File: src/rtl/icp_map.svh
// Offsets, field positions, reset values and sizes of the instruction cycle core
`ifndef ICP_MAP_SVH
`define ICP_MAP_SVH

`define ICP_PC_W 21
`define ICP_PC_RESET 21'h000000
`define ICP_PC_INC 21'h000001
`define ICP_VEC_HIGH 21'h000008
`define ICP_VEC_LOW 21'h000018

`define ICP_SP_W 5
`define ICP_SP_RESET 5'h00
`define ICP_SP_STEP 5'h01
`define ICP_STACK_DEPTH 5'h1F

`define ICP_OP_MSB 15
`define ICP_OP_LSB 12
`define ICP_TARGET_MSB 11
`define ICP_FADDR_MSB 7
`define ICP_INCF_STEP 8'h01

`define ICP_REG_CTRL 8'h00
`define ICP_REG_FLAG 8'h04
`define ICP_REG_ENABLE 8'h08
`define ICP_REG_PRIO 8'h0C
`define ICP_REG_PC 8'h10
`define ICP_REG_STACK 8'h14
`define ICP_REG_TOP 8'h18

`define ICP_CTRL_HIGH_EN 0
`define ICP_CTRL_LOW_EN 1
`define ICP_STK_ASLEEP 8
`define ICP_STK_OVF 9
`define ICP_STK_UNF 10

`endif

File: src/rtl/icp_pkg.sv
// Types shared by the instruction cycle core
package icp_pkg;
  typedef enum logic [3:0] {
    PH_ONE = 4'h1,
    PH_TWO = 4'h2,
    PH_THREE = 4'h4,
    PH_FOUR = 4'h8
  } icp_phase_type;

  typedef enum logic [3:0] {
    OP_NOP = 4'h0,
    OP_INCF = 4'h1,
    OP_SLEEP = 4'h3,
    OP_RETURN = 4'h4,
    OP_JUMP = 4'hE
  } icp_op_type;
endpackage

File: src/rtl/icp_phase_gen.sv
// Divide-by-four quadrature phase sequencer
`timescale 1ns/1ns
module icp_phase_gen
  import icp_pkg::*;
(
  // Clock and reset
  input wire logic clk,
  input wire logic rstn,
  // Current phase, one-hot
  output icp_phase_type phase
);

  always_ff @(posedge clk or negedge rstn) begin
    if (!rstn) begin
      phase <= PH_ONE;
    end else begin
      case (phase)
        PH_ONE: phase <= PH_TWO; // RL1
        PH_TWO: phase <= PH_THREE;
        PH_THREE: phase <= PH_FOUR;
        default: phase <= PH_ONE;
      endcase
    end
  end
endmodule

File: src/rtl/icp_stack.sv
// Hardware return stack memory with registered read
`timescale 1ns/1ns
`include "icp_map.svh"
module icp_stack
  import icp_pkg::*;
(
  // Clock and reset
  input wire logic clk,
  input wire logic rstn,
  // Write port
  input wire logic wrEn,
  input wire logic [`ICP_SP_W-1:0] wrAddr,
  input wire logic [`ICP_PC_W-1:0] wrData,
  // Read port
  input wire logic [`ICP_SP_W-1:0] rdAddr,
  output logic [`ICP_PC_W-1:0] rdData
);

  logic [`ICP_PC_W-1:0] mem [0:`ICP_STACK_DEPTH];

  always_ff @(posedge clk) begin
    if (wrEn) begin
      mem[wrAddr] <= wrData;
    end
  end

  always_ff @(posedge clk or negedge rstn) begin
    if (!rstn) begin
      rdData <= `ICP_PC_RESET;
    end else begin
      rdData <= mem[rdAddr];
    end
  end

endmodule

File: src/rtl/icp_core.sv
// Instruction cycle pipeline core: phases, fetch/execute, wake-up vectoring
//
// Summary of operation
// RL1 - Input clock divided by four into four ordered non-overlapping phases.
// RL2 - Program counter increments in phase one, starting every fetch cycle.
// RL3 - Fetched program word latched into instruction register in phase four.
// RL4 - Instruction cycle is four phases; fetch overlaps execute of previous word.
// RL5 - Instruction presented in phase one, decoded and executed in phases two to four.
// RL6 - Data operand read in phase two, result written in phase four.
// RL7 - Instructions that change the program counter take two cycles.
// RL8 - Other instructions take one cycle; branches flush the prefetched word.
// RL9 - Interrupt wake-up with a global enable set loads vector 0008h or 0018h.
// RL10 - Such a wake-up pushes the program counter and advances the stack pointer.
// RL11 - Wake-up is caused by set interrupt flag bits.
// RL12 - High priority uses the lower vector; no enable means resume in sequence.
//
// Implementation choices: the placing of the registers and register access over Wishbone.
`timescale 1ns/1ns
`include "icp_map.svh"
module icp_core
  import icp_pkg::*;
(
  // Clock and reset
  input wire logic clk,
  input wire logic rstn,
  // Wishbone register slave
  input wire logic wbCyc,
  input wire logic wbStb,
  input wire logic wbWe,
  input wire logic [7:0] wbAdr,
  input wire logic [3:0] wbSel,
  input wire logic [31:0] wbDatIn,
  output logic [31:0] wbDatOut,
  output logic wbAck,
  // Program memory
  output logic [`ICP_PC_W-1:0] progAddr,
  input wire logic [15:0] progData,
  // Data memory
  output logic [7:0] dataAddr,
  output logic dataRdEn,
  input wire logic [7:0] dataRdData,
  output logic dataWrEn,
  output logic [7:0] dataWrData,
  // Peripheral interrupt requests, asynchronous
  input wire logic [7:0] periphIrq,
  // Status
  output icp_phase_type phase,
  output logic asleep
);

  logic [`ICP_PC_W-1:0] pc;
  logic [15:0] ir;
  logic irValid;
  logic [`ICP_SP_W-1:0] hwStackPointer;
  logic [`ICP_PC_W-1:0] stackTop;
  logic stackOverflow;
  logic stackUnderflow;
  logic highGlobalIrqEnable;
  logic lowGlobalIrqEnable;
  logic [7:0] peripheralIrqFlag;
  logic [7:0] irqEnable;
  logic [7:0] irqPriority;
  logic [7:0] irqSync1;
  logic [7:0] irqSync2;

  icp_op_type op;
  logic execValid;
  logic atFour;
  logic isJump;
  logic isReturn;
  logic isBranch;
  logic wakeReq;
  logic hiReq;
  logic loReq;
  logic takeHigh;
  logic takeLow;
  logic doVector;
  logic doPush;
  logic doPop;
  logic [`ICP_PC_W-1:0] jumpTarget;
  logic [`ICP_PC_W-1:0] vector;
  logic [`ICP_SP_W-1:0] stackRdAddr;
  logic wbReq;
  logic wbWrite;
  logic [31:0] next_wbDatOut;

  icp_phase_gen u_phase (
    .clk(clk),
    .rstn(rstn),
    .phase(phase)
  );

  // Execute-stage decode
  assign op = icp_op_type'(ir[`ICP_OP_MSB:`ICP_OP_LSB]);
  assign execValid = irValid && !asleep; // RL5
  assign atFour = (phase == PH_FOUR); // RL4
  assign isJump = execValid && (op == OP_JUMP);
  assign isReturn = execValid && (op == OP_RETURN);
  assign isBranch = isJump || isReturn;
  assign jumpTarget = {{(`ICP_PC_W-`ICP_TARGET_MSB-1){1'b0}}, ir[`ICP_TARGET_MSB:0]};

  // Wake-up and vector selection
  assign wakeReq = |(peripheralIrqFlag & irqEnable); // RL11
  assign hiReq = |(peripheralIrqFlag & irqEnable & irqPriority);
  assign loReq = |(peripheralIrqFlag & irqEnable & ~irqPriority);
  assign takeHigh = hiReq && highGlobalIrqEnable; // RL12
  assign takeLow = !takeHigh && loReq && lowGlobalIrqEnable; // RL12
  assign vector = takeHigh ? `ICP_VEC_HIGH : `ICP_VEC_LOW; // RL12
  assign doVector = atFour && asleep && wakeReq && (takeHigh || takeLow); // RL9
  assign doPush = doVector && (hwStackPointer != `ICP_STACK_DEPTH);
  assign doPop = atFour && isReturn && (hwStackPointer != `ICP_SP_RESET);
  assign stackRdAddr = hwStackPointer - `ICP_SP_STEP;

  icp_stack u_stack (
    .clk(clk),
    .rstn(rstn),
    .wrEn(doPush),
    .wrAddr(hwStackPointer),
    .wrData(progAddr),
    .rdAddr(stackRdAddr),
    .rdData(stackTop)
  );

  // Program counter and fetch address
  always_ff @(posedge clk or negedge rstn) begin
    if (!rstn) begin
      pc <= `ICP_PC_RESET;
      progAddr <= `ICP_PC_RESET;
    end else if (phase == PH_ONE && !asleep) begin
      progAddr <= pc; // RL2
      pc <= pc + `ICP_PC_INC; // RL2
    end else if (atFour) begin
      if (doVector) begin
        pc <= vector; // RL9
      end else if (isJump) begin
        pc <= jumpTarget; // RL7
      end else if (isReturn) begin
        pc <= stackTop; // RL7
      end
    end
  end

  // Instruction register and flush
  always_ff @(posedge clk or negedge rstn) begin
    if (!rstn) begin
      ir <= 16'h0000;
      irValid <= 1'b0;
    end else if (atFour) begin
      if (doVector) begin
        irValid <= 1'b0; // RL8
      end else if (!asleep) begin
        ir <= progData; // RL3
        irValid <= !isBranch; // RL8
      end
    end
  end

  // Sleep and wake-up
  always_ff @(posedge clk or negedge rstn) begin
    if (!rstn) begin
      asleep <= 1'b0;
    end else if (atFour) begin
      if (asleep && wakeReq) begin
        asleep <= 1'b0; // RL11
      end else if (execValid && op == OP_SLEEP) begin
        asleep <= 1'b1;
      end
    end
  end

  // Hardware stack pointer and error flags
  always_ff @(posedge clk or negedge rstn) begin
    if (!rstn) begin
      hwStackPointer <= `ICP_SP_RESET;
      stackOverflow <= 1'b0;
      stackUnderflow <= 1'b0;
    end else begin
      if (doPush) begin
        hwStackPointer <= hwStackPointer + `ICP_SP_STEP; // RL10
      end else if (doPop) begin
        hwStackPointer <= hwStackPointer - `ICP_SP_STEP;
      end
      if (doVector && !doPush) begin
        stackOverflow <= 1'b1;
      end else if (wbWrite && wbAdr == `ICP_REG_STACK && wbDatIn[`ICP_STK_OVF]) begin
        stackOverflow <= 1'b0;
      end
      if (atFour && isReturn && !doPop) begin
        stackUnderflow <= 1'b1;
      end else if (wbWrite && wbAdr == `ICP_REG_STACK && wbDatIn[`ICP_STK_UNF]) begin
        stackUnderflow <= 1'b0;
      end
    end
  end

  // Data memory access: read in phase two, write in phase four
  always_ff @(posedge clk or negedge rstn) begin
    if (!rstn) begin
      dataAddr <= 8'h00;
      dataRdEn <= 1'b0;
      dataWrEn <= 1'b0;
      dataWrData <= 8'h00;
    end else begin
      case (phase)
        PH_ONE: begin
          if (execValid && op == OP_INCF) begin
            dataAddr <= ir[`ICP_FADDR_MSB:0];
            dataRdEn <= 1'b1; // RL6
          end
        end
        PH_TWO: begin
          dataRdEn <= 1'b0;
        end
        PH_THREE: begin
          if (execValid && op == OP_INCF) begin
            dataWrData <= dataRdData + `ICP_INCF_STEP;
            dataWrEn <= 1'b1; // RL6
          end
        end
        default: begin
          dataWrEn <= 1'b0;
        end
      endcase
    end
  end

  // Peripheral request synchroniser
  always_ff @(posedge clk or negedge rstn) begin
    if (!rstn) begin
      irqSync1 <= 8'h00;
      irqSync2 <= 8'h00;
    end else begin
      irqSync1 <= periphIrq;
      irqSync2 <= irqSync1;
    end
  end

  assign wbReq = wbCyc && wbStb && !wbAck;
  assign wbWrite = wbReq && wbWe && wbSel[0];

  // Interrupt flags: write one to clear, a new request wins
  always_ff @(posedge clk or negedge rstn) begin
    if (!rstn) begin
      peripheralIrqFlag <= 8'h00;
    end else if (wbWrite && wbAdr == `ICP_REG_FLAG) begin
      peripheralIrqFlag <= (peripheralIrqFlag & ~wbDatIn[7:0]) | irqSync2;
    end else begin
      peripheralIrqFlag <= peripheralIrqFlag | irqSync2; // RL11
    end
  end

  // Control registers
  always_ff @(posedge clk or negedge rstn) begin
    if (!rstn) begin
      highGlobalIrqEnable <= 1'b0;
      lowGlobalIrqEnable <= 1'b0;
      irqEnable <= 8'h00;
      irqPriority <= 8'h00;
    end else if (wbWrite) begin
      if (wbAdr == `ICP_REG_CTRL) begin
        highGlobalIrqEnable <= wbDatIn[`ICP_CTRL_HIGH_EN];
        lowGlobalIrqEnable <= wbDatIn[`ICP_CTRL_LOW_EN];
      end else if (wbAdr == `ICP_REG_ENABLE) begin
        irqEnable <= wbDatIn[7:0];
      end else if (wbAdr == `ICP_REG_PRIO) begin
        irqPriority <= wbDatIn[7:0];
      end
    end
  end

  // Read decode
  always_comb begin
    next_wbDatOut = 32'h00000000;
    if (wbAdr == `ICP_REG_CTRL) begin
      next_wbDatOut[`ICP_CTRL_HIGH_EN] = highGlobalIrqEnable;
      next_wbDatOut[`ICP_CTRL_LOW_EN] = lowGlobalIrqEnable;
    end else if (wbAdr == `ICP_REG_FLAG) begin
      next_wbDatOut[7:0] = peripheralIrqFlag;
    end else if (wbAdr == `ICP_REG_ENABLE) begin
      next_wbDatOut[7:0] = irqEnable;
    end else if (wbAdr == `ICP_REG_PRIO) begin
      next_wbDatOut[7:0] = irqPriority;
    end else if (wbAdr == `ICP_REG_PC) begin
      next_wbDatOut[`ICP_PC_W-1:0] = pc;
    end else if (wbAdr == `ICP_REG_STACK) begin
      next_wbDatOut[`ICP_SP_W-1:0] = hwStackPointer;
      next_wbDatOut[`ICP_STK_ASLEEP] = asleep;
      next_wbDatOut[`ICP_STK_OVF] = stackOverflow;
      next_wbDatOut[`ICP_STK_UNF] = stackUnderflow;
    end else if (wbAdr == `ICP_REG_TOP) begin
      next_wbDatOut[`ICP_PC_W-1:0] = stackTop;
    end
  end

  // Bus answer, one cycle after the request
  always_ff @(posedge clk or negedge rstn) begin
    if (!rstn) begin
      wbAck <= 1'b0;
      wbDatOut <= 32'h00000000;
    end else begin
      wbAck <= wbReq;
      if (wbReq && !wbWe) begin
        wbDatOut <= next_wbDatOut;
      end
    end
  end
endmodule

File: config.mk
export PLATFORM = sky130hd
export DESIGN_NAME = icp_core
export DESIGN_NICKNAME = d
export VERILOG_FILES = /design/src/rtl/icp_pkg.sv /design/src/rtl/icp_phase_gen.sv /design/src/rtl/icp_stack.sv /design/src/rtl/icp_core.sv
export VERILOG_INCLUDE_DIRS = /design/src /design/src/rtl
export SDC_FILE = /design/constraint.sdc
export NUM_CORES = 1
export LEC_CHECK = 0
export BUFFER_PORTS_ARGS = -buffer_cell sky130_fd_sc_hd__buf_2
export CORE_MARGIN = 10
export CORE_UTILIZATION = 40
export CTS_CLUSTER_DIAMETER = 40
export DETAILED_ROUTE_END_ITERATION = 12
export SKIP_LAST_GASP = 1
export SYNTH_ARGS = -nofsm -noshare
export SYNTH_HDL_FRONTEND = slang
export SYNTH_SLANG_ARGS = --single-unit
export TNS_END_PERCENT = 1
File: constraint.sdc
create_clock -name clk -period 3.9 [get_ports clk]
set_input_delay 0.39 -clock clk [delete_from_list [all_inputs] [get_ports clk]]
set_output_delay 0.39 -clock clk [all_outputs]
set_load 0.005 [all_outputs]
-- Word level (Yosys, flattened, before mapping)
Memory sizes are Yosys's and may differ from the RTL's. A register that Yosys moved wholly into a read port is not among the register bits.
Cells that the tools add are included.
- multiplexer cells: 37
- add/subtract/negate cells: 4
- reductions and logical operators: 61
- equal/unequal tests: 18
- bitwise gates (word level): 13
- operators by type and width (operator ; number):
    $mux 21 ; 7
    $mux 13 ; 3
    $and 8x8->8 ; 4
    $mux 8 ; 4
    $logic_and 1x1->1 ; 27
    $eq 8x5->1 const B ; 3
    $reduce_or 8->1 ; 3
    $add 21x1->21 const B ; 1
    $mux 5 ; 4
    $mux 19 ; 1
    $eq 8x4->1 const B ; 2
    $not 8->8 ; 2
    $or 8x8->8 ; 2
    $reduce_and 2->1 ; 8
    $pmux 4 s3 ; 1
    $reduce_bool 2->1 ; 6
    $mux 1 ; 11
    $mux 10 ; 1
    $add 8x1->8 const B ; 1
    $eq 4x1->1 const B ; 2
    $eq 4x2->1 const B ; 2
    $eq 4x3->1 const B ; 2
    $eq 4x4->1 const B ; 2
    $eq 8x3->1 const B ; 1
    other kinds (17) ; 33
- bits in writable memories: 672
- output and inout bits: 77
- memories: 1
- register bits after elaboration: 153
- bits of input ports: 81
- memory list (name ; words ; width ; read ports ; clocked after memory_dff ; wr ports ; RTL line ; RTL):
    u_stack.mem ; 32 ; 21 ; 1 ; 1 ; 1 ; icp_stack.sv:19 ; logic [`ICP_PC_W-1:0] mem [0:`ICP_STACK_DEPTH];

-- Logic depth before layout (Yosys ltp)
- word-level depth: 13
- depth in mapped cells: 11
- mapped depth without buffers: 8

-- Modules after synthesis
A second synthesis with hierarchy kept.
- cells, all modules: 2221
- area, all modules: 34421.8 um2
- by module, submodules not included (module ; area each (um2) ; times used ; cells an instance):
    icp_stack ; 26857.0 ; 1 ; 1481
    icp_core ; 7412.1 ; 1 ; 729
    icp_phase_gen ; 152.6 ; 1 ; 11

-- Least setup slack after synthesis
Ideal clock, no wire load.
- path type: reg2reg
- from: register hwStackPointer[0]
- to: register u_stack.rdData[0], read port of u_stack.mem
- data arrival time: 3.417 ns
- library setup time: 0.125 ns
- period minus slack after synthesis: 3.541 ns
- setup slack: 0.359 ns
- stages on the path, launching flop included: 12
- path through: dfrtp_1 > clkbuf_1 > clkbuf_1 > buf_1 > inv_1 > ha_1 > clkbuf_1 > clkbuf_1 > clkbuf_1 > mux4_2 > mux4_2 > mux2_2
- longest elaborated chain between the ends: 1
- ends and longest elaborated chain (item ; RTL line ; RTL):
    start: declaration ; icp_core.sv:54 ; logic [`ICP_SP_W-1:0] hwStackPointer;
    start signal: assignment ; icp_core.sv:174 ; hwStackPointer <= `ICP_SP_RESET;
    start signal: assignment ; icp_core.sv:179 ; hwStackPointer <= hwStackPointer + `ICP_SP_STEP;
    start signal: assignment ; icp_core.sv:181 ; hwStackPointer <= hwStackPointer - `ICP_SP_STEP;
    $sub 5x1->5 (no line) ; n/a ;
    end: declaration ; icp_stack.sv:16 ; output logic [`ICP_PC_W-1:0] rdData
No other way between the ends.
A chain may end at the register's enable or synchronous reset.

-- Final worst setup path
- from: register u_phase.phase[2]
- to: memory u_stack.mem[17][7] (netlist name), enable pin
- longest elaborated chain between the ends: 7
- ends and longest elaborated chain (item ; RTL line ; RTL):
    start: declaration ; icp_phase_gen.sv:10 ; output icp_phase_type phase
    start signal: assignment ; icp_phase_gen.sv:15 ; phase <= PH_ONE;
    start signal: assignment ; icp_phase_gen.sv:18 ; PH_ONE: phase <= PH_TWO;
    start signal: assignment ; icp_phase_gen.sv:19 ; PH_TWO: phase <= PH_THREE;
    $eq 4x4->1 ; icp_core.sv:96 ; assign atFour = (phase == PH_FOUR);
    $logic_and 1x1->1 (3 in series) ; icp_core.sv:109 ; assign doVector = atFour && asleep && wakeReq && (takeHigh || takeLow);
    $logic_and 1x1->1 ; icp_core.sv:110 ; assign doPush = doVector && (hwStackPointer != `ICP_STACK_DEPTH);
    $mux 1 ; icp_stack.sv:22 ; if (wrEn) begin
    $mux 1 (not written as such) ; icp_stack.sv:23 ; mem[wrAddr] <= wrData;
    end: declaration ; icp_stack.sv:19 ;
No other way between the ends.

==> metrics.yaml <==
timing:
  setup_ws_ns: 0.780
  fmaxAchievable_mhz: 321
  timing.final.setup_violations: 0
  max-slew-margin-rel: 0.195
  min_period_ns: 3.12
  worst-slew-pin-transition_ns: 1.21
  finalClockSkew_ns: 0.0217
  totalNegativeSetupSlack_ns: 0
  final-max-slew-violation-count: 0
  hold_viol: 0
  layout_worst_path_cycle_share: 0.800
  grt_setup_unrepaired: "false"
floorplan:
  num_rows: 106
  area_of_the_die_mm2: 0.0956
  io_pins: 158
  die_boundary_height_um: 309
  start_util: 0.402
  chipWidth_um: 309
  core-area_mm2: 0.0833
status:
  run_status: "completed"
power_and_ir_drop:
  static-leakage-power_nw: 13.9
  finalPower_w: 0.0248
  peakVddDrop_mv: 0.355
  power.density_mw_per_mm2: 615
logic_synthesis:
  ranking_of_synthesized_cells_by_instance_count: "sky130_fd_sc_hd__edfxtp_1, sky130_fd_sc_hd__mux4_2, sky130_fd_sc_hd__dfrtp_1"
  synthMostInstantiatedCell: "sky130_fd_sc_hd__edfxtp_1"
  synth_enable_flop_cells: 672
  dominantRegCellSynth: "sky130_fd_sc_hd__edfxtp_1"
  yosys-top-cells-area: "sky130_fd_sc_hd__edfxtp_1, sky130_fd_sc_hd__mux4_2, sky130_fd_sc_hd__dfrtp_1"
  syn_area_per_cell_um2: 19.0
  syn_inst: 1764
  yosysSeqAreaShare: 0.733
  synth.yosys.warnings: 0
  asyncSetResetFlopFracSynth: 0.206
  synthesis.area_mm2: 0.0335
  yosys.area.top_type: "sky130_fd_sc_hd__edfxtp_1"
  post_synth_num_cell_types: 69
  synth_top_cell_area_share: 0.603
  synth_seq_cells: 846
detailed_routing:
  route.met2.wl_um: 40800
  detailedRoute.firstIterationViolations: 1638
  top_layer_used: "met4"
  vias_per_cell: 5.52
  drt_first_pass_iters: 7
  ant_nets: 0
  wirelength_um: 82600
  number_of_remaining_drc_errors: 0
  met1_length_um: 34800
  dr_wl_met3_um: 4700
  routed_wire_length_per_instance_um: 25.7
  detailroute.via_count: 17800
global_route:
  track_usage: 0.173
  grt_pass1_wl_um: 123000
  vias_in_the_first_global_route: 18500
  grt_remaining_overflow: 0
  grt_antenna_before_repair: 2
  grt_max_degree: 106
placed_design:
  number_of_instances_in_the_placed_design: 2961
  dpl_worst_slack_ns: 0.810
  place_congestion: 0.912
  detailedPlacementHpwl_um: 50700
  port-buffer-count: 121
cells_and_area:
  post_route_cells_drive_above_1_share: 0.345
  fill_cells: 6863
  num-nets-final: 2124
  area_growth_pct: 20.6
  finalNonFillerCells: 3218
hold_path:
  hold_class: "primary input to flip-flop"
  min_from: "dataRdData[7]"
critical_path:
  critical_path_buf_inv_count: 2
  crit_slowest_cell: "sky130_fd_sc_hd__dfrtp_1"
  cp_cell_sequence: "nor4b_4 > buf_4 > o211a_1 > a21bo_2 > nor2_2 > nand2_1 > nor2_2 > buf_4"
  setup.worst_path.class: "flip-flop to flip-flop"
  timing.critical_path.arrival_ns: 3.43
  timing.critical_path.fanout_max: 21
  critical-path-max-stage-delay_ns: 0.47
  critPathLaunch: "u_phase.phase[2]"
  cpLargestDelayFamily: "simple AND/OR/NAND/NOR gates"
  cp-start-kind: "flip-flop"
  setup.worst_path.end_class: "flip-flop"
  reg2reg_start: "u_phase.phase[2]"
  critPathRequiredTime_ns: 4.21
clocking:
  clock-sinks: 846
  clock_insertion_delay_worst_skew_ns: 0.67
  max-clock-path-buffers: 3
  master_cell_of_the_clock_root_buffer: "sky130_fd_sc_hd__clkbuf_16"
  cts_buffers: 118
  tritoncts: "done"
  clkSlewWorstSetupHoldPaths_ns: 0.05
  cts.htree.levels: 3
run:
  max_cap_viol_count: 0
-- registers in the layout (all words and copies together) (netlist names), 16 cells and up --
signal,count
ir,16
pc,21
progAddr,21
u_stack.mem,672
u_stack.rdData,21
wbDatOut,21
-- worst paths after layout --
path	to	slack, ns	cells after the start
worst min-delay path	dataWrData[7]	0.05	3
worst max-delay path	u_stack.mem[17][7]	0.78	8
worst min register to register	irqSync2[5]	0.35	0
min in group asynchronous	wbAck	0.39	2
max in group asynchronous	dataAddr[7]	2.59	3
worst max register to register	u_stack.mem[17][7]	0.78	8
-- metrics by stage --
step                      hold WS (ns)  cell area (um2)   util
after floorplan                 0.0944            33500      -
after global placement           0.342            35900  0.431
after detailed placement         0.338            35900  0.431
after CTS                       0.0212            40400  0.485
after global routing            0.0466            40400  0.485
final                           0.0522            40400  0.485
-- worst min-delay path, delay by kind of cell --
kind | cells | cell delay (ns)
xor+xnor | 1 | 0.06
buf+inv | 1 | 0.08
compound gates | 1 | 0.13
-- layer usage --
layer | vias up | GRT usage
li1 | 7644 | -
met2 | 592 | 0.285
met3 | 146 | 0.0348
met5 | - | 0
met1 | 9370 | 0.230
met4 | 0 | 0.0523
-- report_power, final --
part	leakage [nW]	internal (W)	switching, W
combinational	3.69	0.000615	0.00121
sequential	8.18	0.0110	0.000884
clock	2.02	0.00695	0.00414
total	13.9	0.0186	0.00623
-- layout make-up --
type / count / area (um2) / area share
Clock buffer: 131 / 3070 / 0.0761
Inverter: 14 / 52.6 / 0.00130
Timing Repair Buffer: 241 / 1690 / 0.0418
Multi-Input combinational cell: 814 / 8580 / 0.212
Clock inverter: 89 / 1090 / 0.0270
Tap cell: 1080 / 1350 / 0.0335
Antenna cell: 3 / 7.51 / 0.000186
Sequential cell: 846 / 24500 / 0.608
-- placed cells by master (no fill, tap or decap), types with 16 or more instances in the layout --
| master | synthesis | routed |
|---|---|---|
| sky130_fd_sc_hd__a21oi_1 | 33 | 33 |
| sky130_fd_sc_hd__buf_2 | 21 | 120 |
| sky130_fd_sc_hd__buf_4 | 11 | 79 |
| sky130_fd_sc_hd__bufinv_16 | 0 | 18 |
| sky130_fd_sc_hd__clkbuf_16 | 0 | 120 |
| sky130_fd_sc_hd__clkinv_2 | 0 | 19 |
| sky130_fd_sc_hd__dfrtp_1 | 173 | 172 |
| sky130_fd_sc_hd__dlygate4sd3_1 | 0 | 34 |
| sky130_fd_sc_hd__edfxtp_1 | 672 | 672 |
| sky130_fd_sc_hd__inv_6 | 0 | 16 |
| sky130_fd_sc_hd__mux2_2 | 59 | 59 |
| sky130_fd_sc_hd__mux2i_1 | 25 | 25 |
| sky130_fd_sc_hd__mux4_2 | 210 | 210 |
| sky130_fd_sc_hd__nand2_1 | 159 | 159 |
| sky130_fd_sc_hd__nand3_1 | 30 | 30 |
| sky130_fd_sc_hd__nor2_1 | 63 | 32 |
| sky130_fd_sc_hd__nor2_2 | 2 | 33 |
| sky130_fd_sc_hd__nor3_1 | 18 | 17 |
| sky130_fd_sc_hd__o21ai_0 | 43 | 43 |
-- timing repair --
item | CTS | global route
gates resized for setup | 0 | 0
hold buffers | 34 | 0
buffers inserted | 0 | 0
hold endpoints to repair | 139 | 0
-- cells by family after synthesis --
kind of cell | after synthesis | share of synthesized area
adder cells (fa/ha/maj) | 8 | 0.00299
other | 1 | 0.000112
XOR/XNOR | 14 | 0.00366
AO/OA/AOI/OAI | 161 | 0.0309
buffers and inverters | 114 | 0.0153
AND/OR/NAND/NOR | 326 | 0.0453
multiplexers | 294 | 0.169
flip-flops | 846 | 0.733
No activity file was read; power rests on OpenSTA's default activity.
